## config.mk

```make
export PLATFORM = sky130hd
export DESIGN_NAME = usart_datapath
export DESIGN_NICKNAME = d
export VERILOG_FILES = /design/src/design/usart_pkg.sv /design/src/design/bit_tick_gen.sv /design/src/design/usart_datapath.sv
export VERILOG_INCLUDE_DIRS = /design/src /design/src/design
export SDC_FILE = /design/constraint.sdc
export NUM_CORES = 1
export LEC_CHECK = 0
export ABC_AREA = 1
export BUFFER_PORTS_ARGS = -buffer_cell sky130_fd_sc_hd__buf_2
export CAP_MARGIN = 20
export CORE_ASPECT_RATIO = 0.8
export CORE_MARGIN = 1.5
export CORE_UTILIZATION = 30
export CTS_BUF_LIST = sky130_fd_sc_hd__clkbuf_2 sky130_fd_sc_hd__clkbuf_4 sky130_fd_sc_hd__clkbuf_8
export DETAILED_ROUTE_END_ITERATION = 8
export HOLD_SLACK_MARGIN = 0.05
export PLACE_DENSITY_LB_ADDON = 0.05
export SLEW_MARGIN = 20
export SYNTH_ARGS = -nofsm -noshare
export SYNTH_HDL_FRONTEND = slang
export SYNTH_SLANG_ARGS = --single-unit
```

## constraint.sdc

```tcl
create_clock -name clk_i -period 3.7 [get_ports clk_i]
set_clock_uncertainty 0.1 [all_clocks]
set_input_delay 0.555 -clock clk_i [delete_from_list [all_inputs] [get_ports clk_i]]
set_output_delay 0.555 -clock clk_i [all_outputs]
set_load 0.05 [all_outputs]
```

## src/design/usart_defines.svh

```systemverilog
// Register offsets, field positions, reset values and timing counts of the serial data path
`ifndef USART_DEFINES_SVH
`define USART_DEFINES_SVH

// ----------------------------------------
// Register offsets (byte addresses)
// ----------------------------------------
`define OFS_DATA_PORT 8'h00
`define OFS_CTRL_STATUS_A 8'h04
`define OFS_CTRL_STATUS_B 8'h08
`define OFS_FRAME_CFG 8'h0c
`define OFS_BAUD_DIV 8'h10

// ----------------------------------------
// ctrl_status_a fields
// ----------------------------------------
`define CSA_RX_READY 7
`define CSA_TX_DONE 6
`define CSA_TX_EMPTY 5
`define CSA_FRAME_ERR 4
`define CSA_OVERRUN 3
`define CSA_PARITY_ERR 2

// ----------------------------------------
// ctrl_status_b fields
// ----------------------------------------
`define CSB_TX_DONE_IE 6
`define CSB_TX_EMPTY_IE 5
`define CSB_RX_ON 4
`define CSB_TX_ON 3
`define CSB_RX_NINTH 1
`define CSB_TX_NINTH 0

// ----------------------------------------
// frame_cfg fields
// ----------------------------------------
`define CFG_SIZE_LSB 0
`define CFG_SIZE_MSB 2
`define CFG_PAR_LSB 4
`define CFG_PAR_MSB 5
`define CFG_TWO_STOP 6
`define CFG_SYNC 7

// ----------------------------------------
// Reset values, timing counts and the nine-bit size code
// ----------------------------------------
`define CFG_RST 8'h03
`define BAUD_DIV_RST 12'h043
`define OS_LAST 4'hf
`define OS_MID 4'h7
`define CHAR_SIZE_NINE 3'h7

`endif

```

## src/design/usart_pkg.sv

```systemverilog
// Types shared by the serial data path and its tick generator
package usart_pkg;

  typedef enum logic [2:0] {
    TX_IDLE = 3'b000,
    TX_START = 3'b001,
    TX_DATA = 3'b010,
    TX_PAR = 3'b011,
    TX_STOP = 3'b100
  } tx_state_t;

  typedef enum logic [2:0] {
    RX_IDLE = 3'b000,
    RX_START = 3'b001,
    RX_DATA = 3'b010,
    RX_PAR = 3'b011,
    RX_STOP = 3'b100
  } rx_state_t;

  typedef struct packed {
    logic sync_mode;
    logic two_stop;
    logic [1:0] parity_mode;
    logic [2:0] char_size_sel;
  } frame_cfg_t;

  typedef struct packed {
    logic frame_err;
    logic overrun;
    logic parity_err;
    logic ninth;
    logic [7:0] data;
  } rx_entry_t;

  typedef struct packed {
    logic [11:0] cnt;
    logic tick;
    logic xck_q;
    logic rise;
    logic fall;
  } tick_state_t;

  typedef struct packed {
    logic ack;
    logic [31:0] rdat;
    frame_cfg_t cfg;
    logic [11:0] baud_div;
    logic tx_empty_ie;
    logic tx_done_ie;
    logic rx_on;
    logic tx_on;
    logic tx_ninth_bit;
    logic tx_done;
    logic tx_en_eff;
    logic [8:0] tx_buf;
    logic tx_buf_valid;
    tx_state_t tx_st;
    logic [8:0] tx_sh;
    logic tx_par;
    logic [3:0] tx_bitn;
    logic [3:0] tx_sub;
    logic txd;
    rx_state_t rx_st;
    logic [8:0] rx_sh;
    logic rx_parbit;
    logic [3:0] rx_bitn;
    logic [3:0] rx_sub;
    rx_entry_t [1:0] fifo;
    logic rd_ptr;
    logic [1:0] count;
    rx_entry_t hold;
    logic hold_valid;
    logic tx_empty_irq;
    logic tx_done_irq;
  } state_t;

endpackage

```

## src/design/bit_tick_gen.sv

```systemverilog
// Oversampling tick divider and external transfer clock edge detector
`timescale 1ns/1ps
module bit_tick_gen
  import usart_pkg::*;
(
  // Clock and reset
  input wire logic clk_i,
  input wire logic rst_i,
  // Rate control
  input wire logic [11:0] baud_div_i,
  input wire logic xck_i,
  // Enables
  output logic os_tick_o,
  output logic xck_rise_o,
  output logic xck_fall_o
);

  tick_state_t s_r;
  tick_state_t s_nxt;

  // ----------------------------------------
  // Next state
  // ----------------------------------------
  always_comb begin
    s_nxt = s_r;
    // Divisor of zero still yields a tick every cycle
    if (s_r.cnt >= baud_div_i) begin
      s_nxt.cnt = 12'h000;
      s_nxt.tick = 1'b1;
    end else begin
      s_nxt.cnt = s_r.cnt + 12'h001;
      s_nxt.tick = 1'b0;
    end
    s_nxt.xck_q = xck_i;
    s_nxt.rise = xck_i & ~s_r.xck_q;
    s_nxt.fall = ~xck_i & s_r.xck_q;
  end

  always_ff @(posedge clk_i) begin
    if (rst_i) begin
      s_r <= '0;
    end else begin
      s_r <= s_nxt;
    end
  end

  assign os_tick_o = s_r.tick;
  assign xck_rise_o = s_r.rise;
  assign xck_fall_o = s_r.fall;

endmodule

```

## src/design/usart_datapath.sv

```systemverilog
// Serial transmit and receive data path with Wishbone register access
//
// Summary of operation
// - Ninth data bit travels with a nine-bit character, marking address frames if used.
// - Transmit-empty flag is high while the transmit buffer holds no unmoved data.
// - Buffer-empty interrupt requested while flag set, enable set, interrupts globally on.
// - Writing a character to the data port clears the transmit-empty flag.
// - Transmit-done flag sets when a frame ends and no character waits.
// - Transmit-done clears on interrupt service or by writing one to it.
// - Transmit-complete interrupt raised when done flag sets, if its enable is set and interrupts globally on.
// - With parity enabled, parity bit goes after data, before first stop bit.
// - Disabling the transmitter waits until shift register and buffer are empty.
// - A disabled transmitter releases the serial output pin to the port.
// - While receiver is on, it takes the serial input pin.
// - Synchronous mode clocks the receiver from the external transfer clock.
// - Reception starts on a valid start bit; bits then sampled and shifted.
// - First stop bit ends the frame; a second stop bit is ignored.
// - On the first stop bit the frame moves into the receive buffer.
// - Unused high data bits read back as zero for short characters.
// - Ninth bit and error flags stored per character; data read advances.
// - Shift register loads when idle or right after the last stop bit.
// - Receive-ready flag high while unread characters remain in the buffer.
// - Receive buffer holds two characters, third waits in a separate hold register.
`timescale 1ns/1ps
`include "usart_defines.svh"
module usart_datapath
  import usart_pkg::*;
(
  // Clock and reset
  input wire logic clk_i,
  input wire logic rst_i,
  // Wishbone slave
  input wire logic cyc_i,
  input wire logic stb_i,
  input wire logic we_i,
  input wire logic [7:0] adr_i,
  input wire logic [3:0] sel_i,
  input wire logic [31:0] dat_i,
  output logic [31:0] dat_o,
  output logic ack_o,
  // Serial pins
  input wire logic serial_in_i,
  input wire logic ext_serial_clk_i,
  output logic serial_out_o,
  output logic tx_override_o,
  output logic rx_override_o,
  // Interrupt requests
  input wire logic global_irq_en_i,
  input wire logic tx_done_serviced_i,
  output logic tx_empty_irq_o,
  output logic tx_done_irq_o
);

  state_t s_r;
  state_t s_nxt;
  logic os_tick;
  logic xck_rise;
  logic xck_fall;

  // ----------------------------------------
  // Character size decoding
  // ----------------------------------------
  function automatic logic [3:0] char_bits(input logic [2:0] sel);
    logic [3:0] b;
    b = 4'h8;
    case (sel)
      3'h0: b = 4'h5;
      3'h1: b = 4'h6;
      3'h2: b = 4'h7;
      `CHAR_SIZE_NINE: b = 4'h9;
      default: b = 4'h8;
    endcase
    return b;
  endfunction

  function automatic logic [8:0] char_mask(input logic [2:0] sel);
    return 9'h1ff >> (4'h9 - char_bits(sel));
  endfunction

  bit_tick_gen u_tick (
    .clk_i(clk_i),
    .rst_i(rst_i),
    .baud_div_i(s_r.baud_div),
    .xck_i(ext_serial_clk_i),
    .os_tick_o(os_tick),
    .xck_rise_o(xck_rise),
    .xck_fall_o(xck_fall)
  );

  // ----------------------------------------
  // Next state
  // ----------------------------------------
  always_comb begin
    logic acc;
    logic wr;
    logic rd;
    logic [7:0] ofs;
    logic tx_step;
    logic rx_samp;
    logic rxd;
    logic pop;
    logic push;
    logic [3:0] nbits;
    logic [8:0] mask;
    logic [8:0] rdata;
    rx_entry_t head;
    rx_entry_t ent;
    acc = cyc_i & stb_i & ~s_r.ack;
    wr = acc & we_i & sel_i[0];
    rd = acc & ~we_i;
    ofs = {adr_i[7:2], 2'b00};
    pop = 1'b0;
    push = 1'b0;
    ent = '0;
    s_nxt = s_r;
    nbits = char_bits(s_r.cfg.char_size_sel);
    mask = char_mask(s_r.cfg.char_size_sel);
    rdata = (s_r.rx_sh >> (4'h9 - nbits)) & mask;
    head = (s_r.count != 2'h0) ? s_r.fifo[s_r.rd_ptr] : '0;
    // Receiver sees an idle line unless it owns the pin
    rxd = s_r.rx_on ? serial_in_i : 1'b1;
    tx_step = s_r.cfg.sync_mode ? xck_fall : (os_tick && s_r.tx_sub == `OS_LAST);
    rx_samp = s_r.cfg.sync_mode ? xck_rise : (os_tick && s_r.rx_sub == `OS_LAST);

    // ----------------------------------------
    // Register reads
    // ----------------------------------------
    s_nxt.ack = acc;
    s_nxt.rdat = 32'h0000_0000;
    if (rd) begin
      if (ofs == `OFS_DATA_PORT) begin
        s_nxt.rdat[7:0] = head.data;
        pop = (s_r.count != 2'h0);
      end else if (ofs == `OFS_CTRL_STATUS_A) begin
        s_nxt.rdat[`CSA_RX_READY] = (s_r.count != 2'h0);
        s_nxt.rdat[`CSA_TX_DONE] = s_r.tx_done;
        s_nxt.rdat[`CSA_TX_EMPTY] = ~s_r.tx_buf_valid;
        s_nxt.rdat[`CSA_FRAME_ERR] = head.frame_err;
        s_nxt.rdat[`CSA_OVERRUN] = head.overrun;
        s_nxt.rdat[`CSA_PARITY_ERR] = head.parity_err;
      end else if (ofs == `OFS_CTRL_STATUS_B) begin
        s_nxt.rdat[`CSB_TX_DONE_IE] = s_r.tx_done_ie;
        s_nxt.rdat[`CSB_TX_EMPTY_IE] = s_r.tx_empty_ie;
        s_nxt.rdat[`CSB_RX_ON] = s_r.rx_on;
        s_nxt.rdat[`CSB_TX_ON] = s_r.tx_on;
        s_nxt.rdat[`CSB_RX_NINTH] = head.ninth;
        s_nxt.rdat[`CSB_TX_NINTH] = s_r.tx_ninth_bit;
      end else if (ofs == `OFS_FRAME_CFG) begin
        s_nxt.rdat[7:0] = {s_r.cfg.sync_mode, s_r.cfg.two_stop, s_r.cfg.parity_mode,
                           1'b0, s_r.cfg.char_size_sel};
      end else if (ofs == `OFS_BAUD_DIV) begin
        s_nxt.rdat[11:0] = s_r.baud_div;
      end
    end

    // ----------------------------------------
    // Transmitter
    // ----------------------------------------
    if (os_tick) begin
      s_nxt.tx_sub = s_r.tx_sub + 4'h1;
    end
    // Enable only drops once nothing is left to send
    s_nxt.tx_en_eff = s_r.tx_on |
                      (s_r.tx_en_eff & ((s_r.tx_st != TX_IDLE) | s_r.tx_buf_valid));
    if (tx_step) begin
      unique case (s_r.tx_st)
        TX_IDLE: begin
          s_nxt.txd = 1'b1;
          if (s_r.tx_buf_valid && s_r.tx_en_eff) begin
            s_nxt.tx_st = TX_START;
          end
        end
        TX_START: begin
          s_nxt.txd = s_r.tx_sh[0];
          s_nxt.tx_sh = {1'b0, s_r.tx_sh[8:1]};
          s_nxt.tx_bitn = 4'h1;
          s_nxt.tx_st = TX_DATA;
        end
        TX_DATA: begin
          if (s_r.tx_bitn == nbits) begin
            s_nxt.tx_bitn = 4'h0;
            if (s_r.cfg.parity_mode[1]) begin
              s_nxt.txd = s_r.tx_par;
              s_nxt.tx_st = TX_PAR;
            end else begin
              s_nxt.txd = 1'b1;
              s_nxt.tx_st = TX_STOP;
            end
          end else begin
            s_nxt.txd = s_r.tx_sh[0];
            s_nxt.tx_sh = {1'b0, s_r.tx_sh[8:1]};
            s_nxt.tx_bitn = s_r.tx_bitn + 4'h1;
          end
        end
        TX_PAR: begin
          s_nxt.txd = 1'b1;
          s_nxt.tx_st = TX_STOP;
        end
        TX_STOP: begin
          if (s_r.cfg.two_stop && s_r.tx_bitn == 4'h0) begin
            s_nxt.tx_bitn = 4'h1;
          end else if (s_r.tx_buf_valid) begin
            s_nxt.tx_st = TX_START;
          end else begin
            s_nxt.tx_st = TX_IDLE;
          end
        end
        default: begin
          s_nxt.tx_st = TX_IDLE;
        end
      endcase
      // Load of the shift register, start bit goes out at once
      if (s_nxt.tx_st == TX_START) begin
        s_nxt.txd = 1'b0;
        s_nxt.tx_sh = s_r.tx_buf & mask;
        s_nxt.tx_par = (^(s_r.tx_buf & mask)) ^ s_r.cfg.parity_mode[0];
        s_nxt.tx_buf_valid = 1'b0;
      end
    end

    // Done clears first so a frame ending now still sets it
    if (tx_done_serviced_i || (wr && ofs == `OFS_CTRL_STATUS_A && dat_i[`CSA_TX_DONE])) begin
      s_nxt.tx_done = 1'b0;
    end
    if (tx_step && s_r.tx_st == TX_STOP && s_nxt.tx_st == TX_IDLE) begin
      s_nxt.tx_done = 1'b1;
    end

    // ----------------------------------------
    // Register writes
    // ----------------------------------------
    if (wr) begin
      if (ofs == `OFS_DATA_PORT) begin
        // Ninth bit is whatever software staged beforehand
        s_nxt.tx_buf = {s_r.tx_ninth_bit, dat_i[7:0]};
        s_nxt.tx_buf_valid = 1'b1;
      end else if (ofs == `OFS_CTRL_STATUS_B) begin
        s_nxt.tx_done_ie = dat_i[`CSB_TX_DONE_IE];
        s_nxt.tx_empty_ie = dat_i[`CSB_TX_EMPTY_IE];
        s_nxt.rx_on = dat_i[`CSB_RX_ON];
        s_nxt.tx_on = dat_i[`CSB_TX_ON];
        s_nxt.tx_ninth_bit = dat_i[`CSB_TX_NINTH];
      end else if (ofs == `OFS_FRAME_CFG) begin
        s_nxt.cfg.char_size_sel = dat_i[`CFG_SIZE_MSB:`CFG_SIZE_LSB];
        s_nxt.cfg.parity_mode = dat_i[`CFG_PAR_MSB:`CFG_PAR_LSB];
        s_nxt.cfg.two_stop = dat_i[`CFG_TWO_STOP];
        s_nxt.cfg.sync_mode = dat_i[`CFG_SYNC];
      end else if (ofs == `OFS_BAUD_DIV) begin
        s_nxt.baud_div = dat_i[11:0];
      end
    end

    // ----------------------------------------
    // Receiver
    // ----------------------------------------
    if (os_tick) begin
      s_nxt.rx_sub = s_r.rx_sub + 4'h1;
    end
    ent.frame_err = ~rxd;
    ent.overrun = 1'b0;
    ent.parity_err = s_r.cfg.parity_mode[1] &
                     (s_r.rx_parbit ^ (^rdata) ^ s_r.cfg.parity_mode[0]);
    ent.ninth = rdata[8];
    ent.data = rdata[7:0];
    unique case (s_r.rx_st)
      RX_IDLE: begin
        if ((s_r.cfg.sync_mode ? xck_rise : os_tick) && !rxd) begin
          s_nxt.rx_st = s_r.cfg.sync_mode ? RX_DATA : RX_START;
          s_nxt.rx_sub = 4'h0;
          s_nxt.rx_bitn = 4'h0;
        end
      end
      RX_START: begin
        if (os_tick && s_r.rx_sub == `OS_MID) begin
          // Glitch shorter than half a bit is not a start bit
          s_nxt.rx_st = rxd ? RX_IDLE : RX_DATA;
          s_nxt.rx_sub = 4'h0;
        end
      end
      RX_DATA: begin
        if (rx_samp) begin
          s_nxt.rx_sh = {rxd, s_r.rx_sh[8:1]};
          s_nxt.rx_bitn = s_r.rx_bitn + 4'h1;
          if (s_r.rx_bitn + 4'h1 == nbits) begin
            s_nxt.rx_st = s_r.cfg.parity_mode[1] ? RX_PAR : RX_STOP;
          end
        end
      end
      RX_PAR: begin
        if (rx_samp) begin
          s_nxt.rx_parbit = rxd;
          s_nxt.rx_st = RX_STOP;
        end
      end
      RX_STOP: begin
        if (rx_samp) begin
          // Only the first stop bit is looked at
          s_nxt.rx_st = RX_IDLE;
          if (s_r.count == 2'h2 && !s_r.hold_valid) begin
            s_nxt.hold = ent;
            s_nxt.hold_valid = 1'b1;
          end else if (!s_r.hold_valid) begin
            push = 1'b1;
          end
        end
      end
      default: begin
        s_nxt.rx_st = RX_IDLE;
      end
    endcase
    // Confirmed start while full loses the frame
    if (s_r.hold_valid && s_nxt.rx_st == RX_DATA && s_r.rx_st != RX_DATA) begin
      s_nxt.hold.overrun = 1'b1;
    end
    // Parked character moves in as soon as a slot frees
    if (!push && s_r.hold_valid && s_r.count != 2'h2) begin
      ent = s_r.hold;
      push = 1'b1;
      s_nxt.hold_valid = 1'b0;
    end
    if (push) begin
      s_nxt.fifo[s_r.rd_ptr ^ s_r.count[0]] = ent;
    end
    if (pop) begin
      s_nxt.rd_ptr = ~s_r.rd_ptr;
    end
    s_nxt.count = s_r.count + {1'b0, push} - {1'b0, pop};
    if (!s_r.rx_on) begin
      s_nxt.count = 2'h0;
      s_nxt.hold_valid = 1'b0;
      s_nxt.rx_st = RX_IDLE;
    end

    // ----------------------------------------
    // Interrupt requests
    // ----------------------------------------
    s_nxt.tx_empty_irq = global_irq_en_i & s_nxt.tx_empty_ie & ~s_nxt.tx_buf_valid;
    s_nxt.tx_done_irq = global_irq_en_i & s_nxt.tx_done_ie & s_nxt.tx_done;
  end

  always_ff @(posedge clk_i) begin
    if (rst_i) begin
      s_r <= '0;
      s_r.cfg <= frame_cfg_t'(`CFG_RST);
      s_r.baud_div <= `BAUD_DIV_RST;
      s_r.txd <= 1'b1;
    end else begin
      s_r <= s_nxt;
    end
  end

  // ----------------------------------------
  // Outputs
  // ----------------------------------------
  assign dat_o = s_r.rdat;
  assign ack_o = s_r.ack;
  assign serial_out_o = s_r.txd;
  assign tx_override_o = s_r.tx_en_eff;
  assign rx_override_o = s_r.rx_on;
  assign tx_empty_irq_o = s_r.tx_empty_irq;
  assign tx_done_irq_o = s_r.tx_done_irq;

endmodule

```

# Word level (Yosys, flattened, before mapping)
# Index checks and enable logic that the tools add are counted.
[totals]
reg_bits = 170
elab_cells = 263
[op_classes]
n_eq_ne = 29
shifts = 2
n_bitwise = 35
addsub = 8
n_reduce_logical = 56
magnitude_cmp = 4
muxes = 75
[ops]
columns = ["cell", "n"]
rows = [
  ["12-bit 2-to-1 mux", 10],
  ["3-bit 2-to-1 mux", 10],
  ["3-bit one-hot mux with 5 select lines", 2],
  ["4-bit 2-to-1 mux", 7],
  ["24-bit bitwise mux", 1],
  ["8-bit 2-to-1 mux", 3],
  ["1-bit 2-to-1 mux", 23],
  ["5-bit 2-to-1 mux", 4],
  ["9-bit AND", 2],
  ["3-bit by 2-bit == test with 1-bit output (second input constant)", 6],
  ["18-bit 2-to-1 mux", 1],
  ["9-bit one-hot mux with 2 select lines", 1],
  ["3-bit AND reduction", 6],
  ["9-bit XOR reduction", 2],
  ["4-bit by 1-bit adder with 4-bit output (second input constant)", 4],
  ["1-bit logical AND", 16],
  ["4-bit one-hot mux with 2 select lines", 2],
  ["4-bit one-hot mux with 4 select lines", 1],
  ["1-bit inverter", 14],
  ["1-bit AND", 13],
  ["12-bit by 1-bit adder with 12-bit output (second input constant)", 1],
  ["12-bit demux with 1-bit select", 1],
  ["3-bit by 1-bit == test with 1-bit output (second input constant)", 4],
  ["6-bit by 2-bit == test with 1-bit output (second input constant)", 2],
  ["40 further kinds", 73],
]

# Logic depth before layout (Yosys ltp)
# Gate-level depths: netlist (run 1).
[depth]
ltp_word = 13
mapped_depth = 25

# Cells and area by module
# A second synthesis (run 1) with hierarchy kept.
[hier_totals]
cells_unflattened = 1121
hier_area_um2 = 7978.9
[modules_own_cells]
columns = ["module", "cells_each", "area_each_um2", "n_inst"]
rows = [
  ["usart_datapath", 983, 6976.7, 1],
  ["bit_tick_gen", 138, 1002.2, 1],
]

# Worst setup path after synthesis (run 1)
# Ideal clock, no wire load.
[synth_timing]
path_type = "flip-flop to flip-flop"
startpoint = "reg s_r[114] (netlist bit)"
endpoint = "reg s_r[27] (netlist bit)"
synth_period_minus_slack_ns = 2.717
setup_time_ns = 0.109
arrival_ns = 2.508
path_stages_with_launch = 25
path_slack_ns = 0.983
required_ns = 3.491
cell_sequence = "dfxtp_1 > buf_6 > inv_1 > nand2_1 > nand3_2 > buf_6 > ha_1 > ha_1 > nor2_1 > buf_2 > inv_1 > nand2_1 > nand2_1 > nand2_1 > nand3_1 > nand2_1 > nand2_1 > inv_1 > nor2_1 > nand2_1 > nand2_1 > nand3_2 > nand3_1 > nand2_1 > inv_1"
[synth_between]
elab_chain_cells = 11
[synth_lines]
columns = ["element", "line", "text"]
rows = [
  ["from (decl)", "usart_datapath.sv:54", "state_t s_r;"],
  ["from (signal assigned)", "usart_datapath.sv:348", "s_r <= s_nxt;"],
  ["3-bit == test (tied with other cells)", "usart_datapath.sv:66", "case (sel)"],
  ["4-bit one-hot mux with 4 select lines *", "usart_datapath.sv:66", ""],
  ["4-bit subtractor *", "usart_datapath.sv:77, usart_datapath.sv:118", ""],
  ["9-bit by 4-bit >> shifter with 9-bit output (on tied branches)", "usart_datapath.sv:118, usart_datapath.sv:77", ""],
  ["9-bit AND *", "usart_datapath.sv:118", "rdata = (s_r.rx_sh >> (4'h9 - nbits)) & mask;"],
  ["9-bit XOR reduction *", "usart_datapath.sv:262", "(s_r.rx_parbit ^ (^rdata) ^ s_r.cfg.parity_mode[0]);"],
  ["1-bit XOR * (2 in a row)", "usart_datapath.sv:262", ""],
  ["1-bit AND *", "usart_datapath.sv:261", "ent.parity_err = s_r.cfg.parity_mode[1] &"],
  ["12-bit 2-to-1 mux *", "usart_datapath.sv:316", "if (!push && s_r.hold_valid && s_r.count != 2'h2) begin"],
  ["24-bit bitwise mux *", "usart_datapath.sv:322", "s_nxt.fifo[s_r.rd_ptr ^ s_r.count[0]] = ent;"],
]
# Mark *: on every way between the ends. The rest lies on a longest branch, timed or not.
# A chain may end at the register's enable or synchronous reset.

# Worst setup path after layout (run 1)
[layout_timing]
startpoint = "reg s_r[114] (netlist bit)"
endpoint = "reg s_r[39] (netlist bit)"
# Same word-level chain as after synthesis.

==> results of run 1 <==
[through the flow]
stage          setup WS [ps]  power [mW]   util  hold slack [ps]  cells
2_1_floorplan            983        1.77      -              298   1115
3_3_place_gp             598        1.79  0.323              317   1436
3_5_place_dp             508        1.79  0.323              326   1436
4_1_cts                  483        3.24  0.341              198   1468
5_1_grt                  181        3.32  0.341              199   1468
6_report                 504        3.19  0.341              227   1468
[cells in the final DEF (no fill, tap or decap), types with 4 or more instances in the layout]
cell type   count
a211oi_1       13
a21oi_1        80
a31oi_1        15
buf_2          45
buf_4          18
bufinv_16       4
clkbuf_8       18
clkinv_1        4
clkinv_2        4
clkinvlp_4      4
conb_1         20
dfxtp_1       150
ha_1           23
inv_1         148
nand2_1       168
nand2_2         5
nand3_1        76
nand3_2         8
nand4_1         7
nor2_1        129
nor2_2          4
nor3_1         20
o211ai_1       12
o21ai_0       101
o22ai_1         4
or2_2           4
xnor2_1        10
xor2_1         15
[layer usage]
metal | track usage | vias to the layer above
li1 | - | 3614
met1 | 0.258 | 3051
met2 | 0.242 | 90
met3 | 0.0409 | 14
met4 | 0.0373 | 0
met5 | 0 | -
[registers in the layout, indices dropped and copies added (netlist names)]
name and cells:
rx_override_o 1, u_tick.xck_fall_o 1, tx_done_irq_o 1, u_tick.xck_rise_o 1, dat_o 12, tx_override_o 1, u_tick.s_r 13, u_tick.os_tick_o 1
serial_out_o 1, s_r 116, tx_empty_irq_o 1, ack_o 1
[layout make-up]
cell class / instances / area (um2)
fillers: 2794 / 16700
multi-input cells: 744 / 3860
flip-flops and latches: 150 / 3000
inverters: 155 / 582
well taps: 324 / 405
repair buffers: 63 / 360
clock buffers: 19 / 255
clock inverters: 13 / 179
[cells in the mapped netlist, drive strengths merged, types with 16 or more instances]
library cell  number
nand2            175
dfxtp            150
inv              150
nor2             136
o21ai            103
nand3             84
a21oi             81
buf               41
clkbuf            25
ha                23
nor3              20
a31oi             16
[worst paths after layout]
| check | startpoint | end | slack [ps] | depth (start not counted) |
|---|---|---|---|---|
| max | s_r[114] | s_r[39] | 500 | 22 |
| min | ext_serial_clk_i | u_tick.s_r[2] | 230 | 3 |
| max reg2reg | s_r[114] | s_r[39] | 500 | 22 |
| min reg2reg | u_tick.s_r[2] | u_tick.xck_rise_o | 330 | 1 |
[kinds of logic after synthesis]
kind of cell	after synthesis	synth area share
AO/OA/AOI/OAI	241	0.172
XOR/XNOR	25	0.0282
adder cells (fa/ha/maj)	23	0.0371
buffers and inverters	221	0.127
flip-flops	150	0.387
other	1	0.000483
AND/OR/NAND/NOR	435	0.248
[report_power, final]
group / total (mW) / switching [mW] / internal (mW)
combinational: 0.133 / 0.106 / 0.0270
sequential: 1.62 / 0.00430 / 1.62
clock: 1.43 / 0.676 / 0.757
[worst register-to-register path: stages (launching register included)]
cell and delay [ps]:
dfxtp_1 540, inv_1 170, nand2_1 110, nand3_2 80, ha_1 210, ha_1 380
nor2_1 270, buf_4 200, inv_1 50, nand2_1 80, nand2_1 110, nand2_1 80
nand3_1 90, nand2_1 110, nand2_1 70, inv_1 50, nor2_1 40, nand2_1 50
nand2_1 80, nand3_2 80, nand3_1 80, nand2_1 60, inv_1 30
==> flow_metrics.env, run 1 <==
export IMPL_wl_met2_um=9120
export IMPL_path_class="flip-flop to flip-flop"
export IMPL_cts_tree="done"
export IMPL_core_area_um2=25400
export IMPL_syn_area_per_cell_um2=7.09
export IMPL_place_congestion=0.803
export IMPL_antenna_found_initial=0
export IMPL_setup_tns_ps=0
export IMPL_start_kind="flip-flop"
export IMPL_die_x_um=183
export IMPL_vias_per_cell=4.61
export IMPL_ys_ff_latch=150
export IMPL_leakage_nw=3.62
export IMPL_drc=0
export IMPL_top_layer="met4"
export IMPL_seq_area_frac_synth=0.387
export IMPL_cts_resized=0
export IMPL_critPathBufInv=5
export IMPL_wl_met1_um=12000
export IMPL_slowest_delay_ps=540
export IMPL_met3_length_um=803
export IMPL_rows=52
export IMPL_yosysTopAreaCell="dfxtp_1"
export IMPL_wl_per_cell_um=15.1
export IMPL_cts_made_buffers=17
export IMPL_clk_pin_slew_worst_paths_ps=90
export IMPL_holdBufCountCts=0
export IMPL_synth_flop_cell="dfxtp_1"
export IMPL_period_needed_ps=3200
export IMPL_drt_iter0_markers=420
export IMPL_cp_end_kind="flip-flop"
export IMPL_ios=91
export IMPL_initial_core_util=0.306
export IMPL_slowest_stage="dfxtp_1"
export IMPL_crit_top_cell="nand2_1"
export IMPL_drv_cap=0
export IMPL_clkLatencyLatePin_ps=480
export IMPL_status="finished, final reports clean"
export IMPL_antennaDiodeCount=0
export IMPL_drt_wl_total_um=22200
export IMPL_clock_sinks=150
export IMPL_synth_area_top_cells="dfxtp_1, nand2_1, inv_1"
export IMPL_max_freq_ghz=0.313
export IMPL_overflow=0
export IMPL_ys_warnings_count=0
export IMPL_path_cells="inv_1 > nand2_1 > nand3_2 > ha_1 > ha_1 > nor2_1 > buf_4 > inv_1 > nand2_1 > nand2_1 > nand2_1 > nand3_1 > nand2_1 > nand2_1 > inv_1 > nor2_1 > nand2_1 > nand2_1 > nand3_2 > nand3_1 > nand2_1 > inv_1"
export IMPL_max_slew_margin=0.466
export IMPL_slew_viol_final=0
export IMPL_grt_setup_unrepaired="false"
export IMPL_cts_setup_buffers=0
export IMPL_worst_ir_drop_vdd_v=0.000196
export IMPL_power_density_nw_per_um2=369
export IMPL_syn_to_final_growth_pct=11.3
export IMPL_grt_usage=0.171
export IMPL_num_vias=6769
export IMPL_syn_inst=1096
export IMPL_max_slew_worst_pin_slew_ps=793
export IMPL_nets=1207
export IMPL_grt_max_degree=44
export IMPL_port_buffer_count=45
export IMPL_layout_drive_gt1_share=0.112
export IMPL_yosysUniqueCellTypes=46
export IMPL_synth_edf_count=0
export IMPL_synth_top_area_share=0.387
export IMPL_hp_class="primary input to flip-flop"
export IMPL_cts_buffer_depth=2
export IMPL_first_global_vias=6146
export IMPL_period_share=0.864
export IMPL_grt_pass1_wl_um=35000
export IMPL_die_height_um=147
export IMPL_syn_area_um2=7770
export IMPL_postRouteAntennaNets=0
export IMPL_worst_path_max_fanout=7
export IMPL_root_buffer="clkbuf_8"
export IMPL_ys_async_sr_fraction=0
export IMPL_htreeDepth=4
export IMPL_report_final_hold_viol_count=0
export IMPL_critPathTopFamily="simple AND/OR/NAND/NOR gates"
export IMPL_placed_area_um2=8210
export IMPL_fin_area_um2=8640
export IMPL_drtPass1Iterations=5
export IMPL_place_hpwl_um=16800
export IMPL_finalSetupViolations=0
export IMPL_required_ps=3970
export IMPL_die_area_um2=26900
export IMPL_cp_arrival_ps=3470
(Power assumes the default switching activity.)
==> run 2: changes to the inputs <==
PLACE_DENSITY_LB_ADDON = unset   (was 0.05)
clock period = 2.6 ns   (was 3.7 ns; I/O delays follow)
==> run 2 against run 1 <==
Against the previous run: critical path depth shrank 10; die area is the same; combinational power is 47% higher; cell area up 5.9%; routed wire length down 8.2%; flip-flop and latch count stayed put; first-iteration DRC count rose by 4.8%; via count up 4.7%; total power up 37%.
==> flow_metrics.env, run 2 (same netlist as run 1, synthesis figures left out) <==
export IMPL_status="finished, final reports clean"
export IMPL_place_hpwl_um=15300
export IMPL_met3_usage=0.0307
export IMPL_layout_drive_gt1_share=0.178
export IMPL_switching_power_mw=1.15
export IMPL_period_needed_ps=2500
export IMPL_syn_to_final_growth_pct=17.9
export IMPL_root_buffer="clkbuf_8"
export IMPL_path_class="flip-flop to flip-flop"
export IMPL_use_met2=0.223
export IMPL_max_slew_margin=0.591
export IMPL_max_freq_ghz=0.400
export IMPL_final_cell_mix="nand2_1, dfxtp_1, inv_1"
export IMPL_report_final_hold_viol_count=0
export IMPL_drtPass1Iterations=5
export IMPL_slowest_stage="dfxtp_4"
export IMPL_die_x_um=183
export IMPL_worst_path_max_fanout=5
export IMPL_comb_power_share=0.045
export IMPL_min_from="ext_serial_clk_i"
export IMPL_rrSetupSlack_ps=100
export IMPL_drv_cap=0
export IMPL_clkPwrFrac=0.427
export IMPL_min_to="u_tick.s_r[2]"
export IMPL_overflow=0
export IMPL_largest_reg_flops=116
export IMPL_period_share=0.962
export IMPL_nets=1247
export IMPL_cts_buffer_depth=2
export IMPL_n_fill_cell=2732
export IMPL_final_util=0.361
export IMPL_worstHoldPathCells=3
export IMPL_htreeDepth=4
export IMPL_num_vias=7089
export IMPL_clk_pin_slew_worst_paths_ps=90
export IMPL_die_height_um=147
export IMPL_slowest_delay_ps=390
export IMPL_max_slew_worst_pin_slew_ps=608
export IMPL_rows=52
export IMPL_drt_iter0_markers=440
export IMPL_clock_sinks=150
export IMPL_timing_rr_end="s_r[72]"
export IMPL_dp_cells=1473
export IMPL_cp_arrival_ps=2750
export IMPL_grt_use_met1=0.236
export IMPL_switching_share=0.263
export IMPL_max_flop_register="s_r"
export IMPL_required_ps=2850
export IMPL_grt_busiest_layer="met1"
export IMPL_path_cells="inv_2 > nand2_2 > nand3_4 > ha_4 > ha_4 > nor2_4 > buf_4 > o21ai_0 > xnor2_1 > xor2_1 > xor2_1 > a21oi_1"
export IMPL_leakage_nw=3.82
export IMPL_cp_end_kind="flip-flop"
export IMPL_r2r_cells=12
export IMPL_worst_ir_drop_vdd_v=0.000240
export IMPL_grt_pass1_wl_um=33400
export IMPL_cts_made_buffers=17
export IMPL_hp_class="primary input to flip-flop"
export IMPL_grt_usage=0.155
export IMPL_drt_wl_total_um=20400
export IMPL_wl_per_cell_um=13.5
export IMPL_port_buffer_count=45
export IMPL_first_global_vias=6471
export IMPL_p_int_mw=3.22
export IMPL_finalSetupViolations=0
export IMPL_initial_core_util=0.306
export IMPL_power_density_nw_per_um2=477
export IMPL_setup_tns_ps=0
export IMPL_r2r_start="s_r[115]"
export IMPL_grt_max_degree=28
export IMPL_layoutNonFillerInstCount=1508
export IMPL_clkLatencyLatePin_ps=460
export IMPL_core_area_um2=25400
export IMPL_vias_per_cell=4.70
export IMPL_drc=0
export IMPL_start_kind="flip-flop"
export IMPL_grt_setup_unrepaired="true"
export IMPL_cts_tree="done"
export IMPL_power_total_mw=4.37
export IMPL_die_area_um2=26900
export IMPL_slew_viol_final=0
export IMPL_antennaDiodeCount=0
export IMPL_hold_ws_ps=71.5
export IMPL_postRouteAntennaNets=0
export IMPL_seqPwrFrac=0.528
export IMPL_ios=91
export IMPL_place_congestion=0.888
export IMPL_final_common_cell="nand2_1"
export IMPL_critPathTopFamily="XOR/XNOR gates"
export IMPL_critPathBufInv=2
export IMPL_antenna_found_initial=0
[run 2: cell count changes in the layout (fill, tap and decap cells not counted), moves of 6 or more]
cell | before | now
buf_4 | 18 | 55
nand2_1 | 168 | 155
nand2_2 | 5 | 14
nand3_1 | 76 | 67
inv_1 | 148 | 141
inv_2 | 3 | 9
nand3_2 | 8 | 14
nor2_1 | 129 | 123
[run 2: power by group through the flow]
stage,registers (mW),clock network (mW),logic [mW]
2_1_floorplan,2.36,0,0.152
3_3_place_gp,2.36,0,0.190
3_5_place_dp,2.36,0,0.191
4_1_cts,2.31,1.91,0.192
5_1_grt,2.31,2.02,0.211
6_report,2.31,1.87,0.196
[run 2: routing by layer]
layer	share of wire	up-vias
li1	-	3704
met1	0.53	3198
met2	0.42	170
met3	0.049	17
met4	0.0084	0
met5	0	-
[run 2: final cells by class]
| class | count | area, um2 | share of cell area |
|---|---|---|---|
| Timing Repair Buffer | 103 | 689 | 0.0753 |
| Tap cell | 324 | 405 | 0.0443 |
| Inverter | 155 | 584 | 0.0638 |
| Clock inverter | 15 | 170 | 0.0186 |
| Clock buffer | 17 | 234 | 0.0256 |
| Sequential cell | 150 | 3010 | 0.329 |
| Multi-Input combinational cell | 744 | 4060 | 0.443 |
[run 2: per-stage QoR]
| step | setup WS [ps] | instance area [um2] |
|---|---|---|
| detailed placement | -62.9 | 8540 |
| floorplan | 4.73 | 7870 |
| global route | -56.6 | 9150 |
| global placement | 1.66 | 8540 |
| finish | 99.9 | 9150 |
| CTS | 20.3 | 8950 |
[run 2: how the worst max path moves through the flow]
stage	startpoint	end	slack (ps)	depth (start not counted)
finish	s_r[115]	s_r[72]	100	12
global route	s_r[115]	s_r[72]	-60	13
CTS	s_r[115]	s_r[39]	20	22
detailed placement	s_r[114]	s_r[39]	-60	21
global placement	s_r[114]	s_r[39]	2	21
floorplan	s_r[114]	s_r[27]	5	24
[run 2: worst reg2reg max path, delay by kind of cell, from the launching register on]
family	cells	cell delay, ps
AO/OA/AOI/OAI	2	420
XOR/XNOR	3	580
adder cells (fa/ha/maj)	2	480
buffers and inverters	2	200
flip-flops	1	390
AND/OR/NAND/NOR	3	210
[run 2: timing repair]
| item | in CTS | in global routing |
|---|---|---|
| gates resized for setup | 4 | 48 |
| endpoints found under the setup margin | 3 | 17 |
| gates cloned | 0 | 0 |
| pin swaps | 0 | 21 |
| hold buffers | 0 | 0 |
| buffers inserted | 0 | 3 |
==> run 3: changes to the inputs <==
--- a/config.mk
+++ b/config.mk
@@ -11,5 +11,5 @@
 export CAP_MARGIN = 20
 export CORE_ASPECT_RATIO = 0.8
-export CORE_MARGIN = 1.5
+export CORE_MARGIN = 2
 export CORE_UTILIZATION = 30
 export CTS_BUF_LIST = sky130_fd_sc_hd__clkbuf_2 sky130_fd_sc_hd__clkbuf_4 sky130_fd_sc_hd__clkbuf_8
==> constraint.sdc (replaced) <==
create_clock -name clk_i -period 2.6 [get_ports clk_i]
set_clock_uncertainty 0.1 [all_clocks]
set_input_delay 0.52 -clock clk_i [delete_from_list [all_inputs] [get_ports clk_i]]
set_output_delay 0.52 -clock clk_i [all_outputs]
set_load 0.05 [all_outputs]
==> run 3 against run 2 <==
Against the previous run: count of clock-buffer cells in the layout stayed put; highest routed layer unchanged; setup slack better by 13 ps; sequential power hardly changed; worst hold slack better by 120 ps; maximum frequency is 0.51% higher.
==> flow_metrics.env, run 3 (same netlist as run 1, synthesis figures left out) <==
export IMPL_die_height_um=148
export IMPL_place_congestion=0.880
export IMPL_path_class="flip-flop to flip-flop"
export IMPL_drtPass1Iterations=5
export IMPL_max_flop_register="s_r"
export IMPL_cts_made_buffers=17
export IMPL_rrSetupSlack_ps=110
export IMPL_final_common_cell="nand2_1"
export IMPL_start_kind="flip-flop"
export IMPL_grt_pass1_wl_um=33100
export IMPL_clock_sinks=150
export IMPL_max_freq_ghz=0.402
export IMPL_fin_area_um2=9100
export IMPL_drt_iter0_markers=580
export IMPL_vias_per_cell=4.76
export IMPL_core_area_um2=25400
export IMPL_syn_to_final_growth_pct=17.2
export IMPL_final_cell_mix="nand2_1, dfxtp_1, inv_1"
export IMPL_worst_ir_drop_vdd_v=0.000248
export IMPL_grt_max_degree=43
export IMPL_htreeDepth=4
export IMPL_drv_cap=0
export IMPL_power_density_nw_per_um2=479
export IMPL_seqPwrFrac=0.529
export IMPL_cts_tree="done"
export IMPL_die_x_um=184
export IMPL_die_area_um2=27200
export IMPL_nets=1251
export IMPL_cp_end_kind="flip-flop"
export IMPL_cts_buffer_depth=2
export IMPL_required_ps=2840
export IMPL_postRouteAntennaNets=0
export IMPL_drc=0
export IMPL_worst_path_max_fanout=7
export IMPL_rows=52
export IMPL_leakage_nw=3.85
export IMPL_antenna_found_initial=0
export IMPL_clkLatencyLatePin_ps=460
export IMPL_switching_share=0.260
export IMPL_cp_arrival_ps=2730
export IMPL_max_slew_worst_pin_slew_ps=675
export IMPL_place_hpwl_um=15300
export IMPL_overflow=0
export IMPL_status="finished, final reports clean"
export IMPL_grt_usage=0.153
export IMPL_clkPwrFrac=0.426
export IMPL_ios=91
export IMPL_placed_area_um2=8560
export IMPL_comb_power_share=0.045
export IMPL_multiInputGateArea_um2=3990
export IMPL_layout_drive_gt1_share=0.166
export IMPL_max_slew_margin=0.547
export IMPL_finalSetupViolations=0
export IMPL_initial_core_util=0.306
export IMPL_grt_setup_unrepaired="true"
export IMPL_first_global_vias=6605
export IMPL_port_buffer_count=45
export IMPL_report_final_hold_viol_count=0
export IMPL_seq_area_um2=3010
export IMPL_n_fill_cell=2692
export IMPL_wl_per_cell_um=13.4
export IMPL_switching_power_mw=1.14
export IMPL_period_needed_ps=2490
export IMPL_num_vias=7199
export IMPL_p_int_mw=3.23
export IMPL_power_total_mw=4.36
export IMPL_antennaDiodeCount=0
export IMPL_clk_pin_slew_worst_paths_ps=90
export IMPL_drt_wl_total_um=20200
export IMPL_period_share=0.957
export IMPL_hp_class="primary input to flip-flop"
export IMPL_largest_reg_flops=116
export IMPL_slew_viol_final=0
export IMPL_root_buffer="clkbuf_8"
## run 3: layer usage
| metal | up-vias | GRT usage | wire [um] |
|---|---|---|---|
| met3 | 20 | 0.0283 | 1080 |
| met1 | 3315 | 0.228 | 10200 |
| met2 | 162 | 0.227 | 8690 |
| li1 | 3702 | - | - |
| met5 | - | 0 | 0 |
| met4 | 0 | 0.0380 | 213 |
## run 3: timing repair
| item | 4_1_cts | 5_1_grt |
|---|---|---|
| pin swaps | 0 | 13 |
| resized for setup | 2 | 31 |
| buffers inserted | 0 | 3 |
| hold endpoints to repair | 0 | 0 |
| endpoints found under the setup margin | 3 | 18 |
| hold buffers | 0 | 0 |
## run 3: power by group through the flow
stage | registers, mW | clock network [mW] | logic (mW)
after CTS | 2.31 | 1.92 | 0.194
after floorplan | 2.36 | 0 | 0.152
after global placement | 2.36 | 0 | 0.193
final | 2.31 | 1.86 | 0.198
after detailed placement | 2.36 | 0 | 0.194
after global routing | 2.31 | 2.02 | 0.213
## run 3: through the flow
step | std cells | util | worst slack, ps | TNS (ps) | hold WS [ps]
CTS | 1509 | 0.353 | 0.763 | 0 | 162
global placement | 1477 | 0.337 | -27.7 | -37.8 | 303
detailed placement | 1477 | 0.337 | -89.8 | -147 | 308
floorplan | 1115 | - | 4.73 | 0 | 298
finish | 1512 | 0.359 | 113 | 0 | 190
global route | 1512 | 0.359 | -70.1 | -199 | 168
## run 3: path summary, 6_finish.rpt
path | startpoint | to | cells after the start
worst max-delay path | s_r[115] | s_r[72] | 13
worst min-delay path | rst_i | ack_o | 2
worst max register to register | s_r[115] | s_r[72] | 13
worst min register to register | u_tick.s_r[2] | u_tick.xck_rise_o | 1
## run 3: final cells by class
type                       instances  area share
clock inverter                    15      0.0181
multi-input combinational        744       0.439
clock buffer                      17      0.0257
tap                              324      0.0445
sequential                       150       0.331
timing repair buffer             107      0.0781
inverter                         155      0.0639
## run 3: critical path, cell delays in order (launching register included)
cell and delay, ps:
dfxtp_4 390, inv_1 60, nand2_1 60, nand3_2 90, ha_4 180, ha_4 310
nor2_4 40, buf_6 130, buf_4 140, o21ai_1 220, xnor2_1 160, xor2_1 190
xor2_1 210, a21oi_1 80
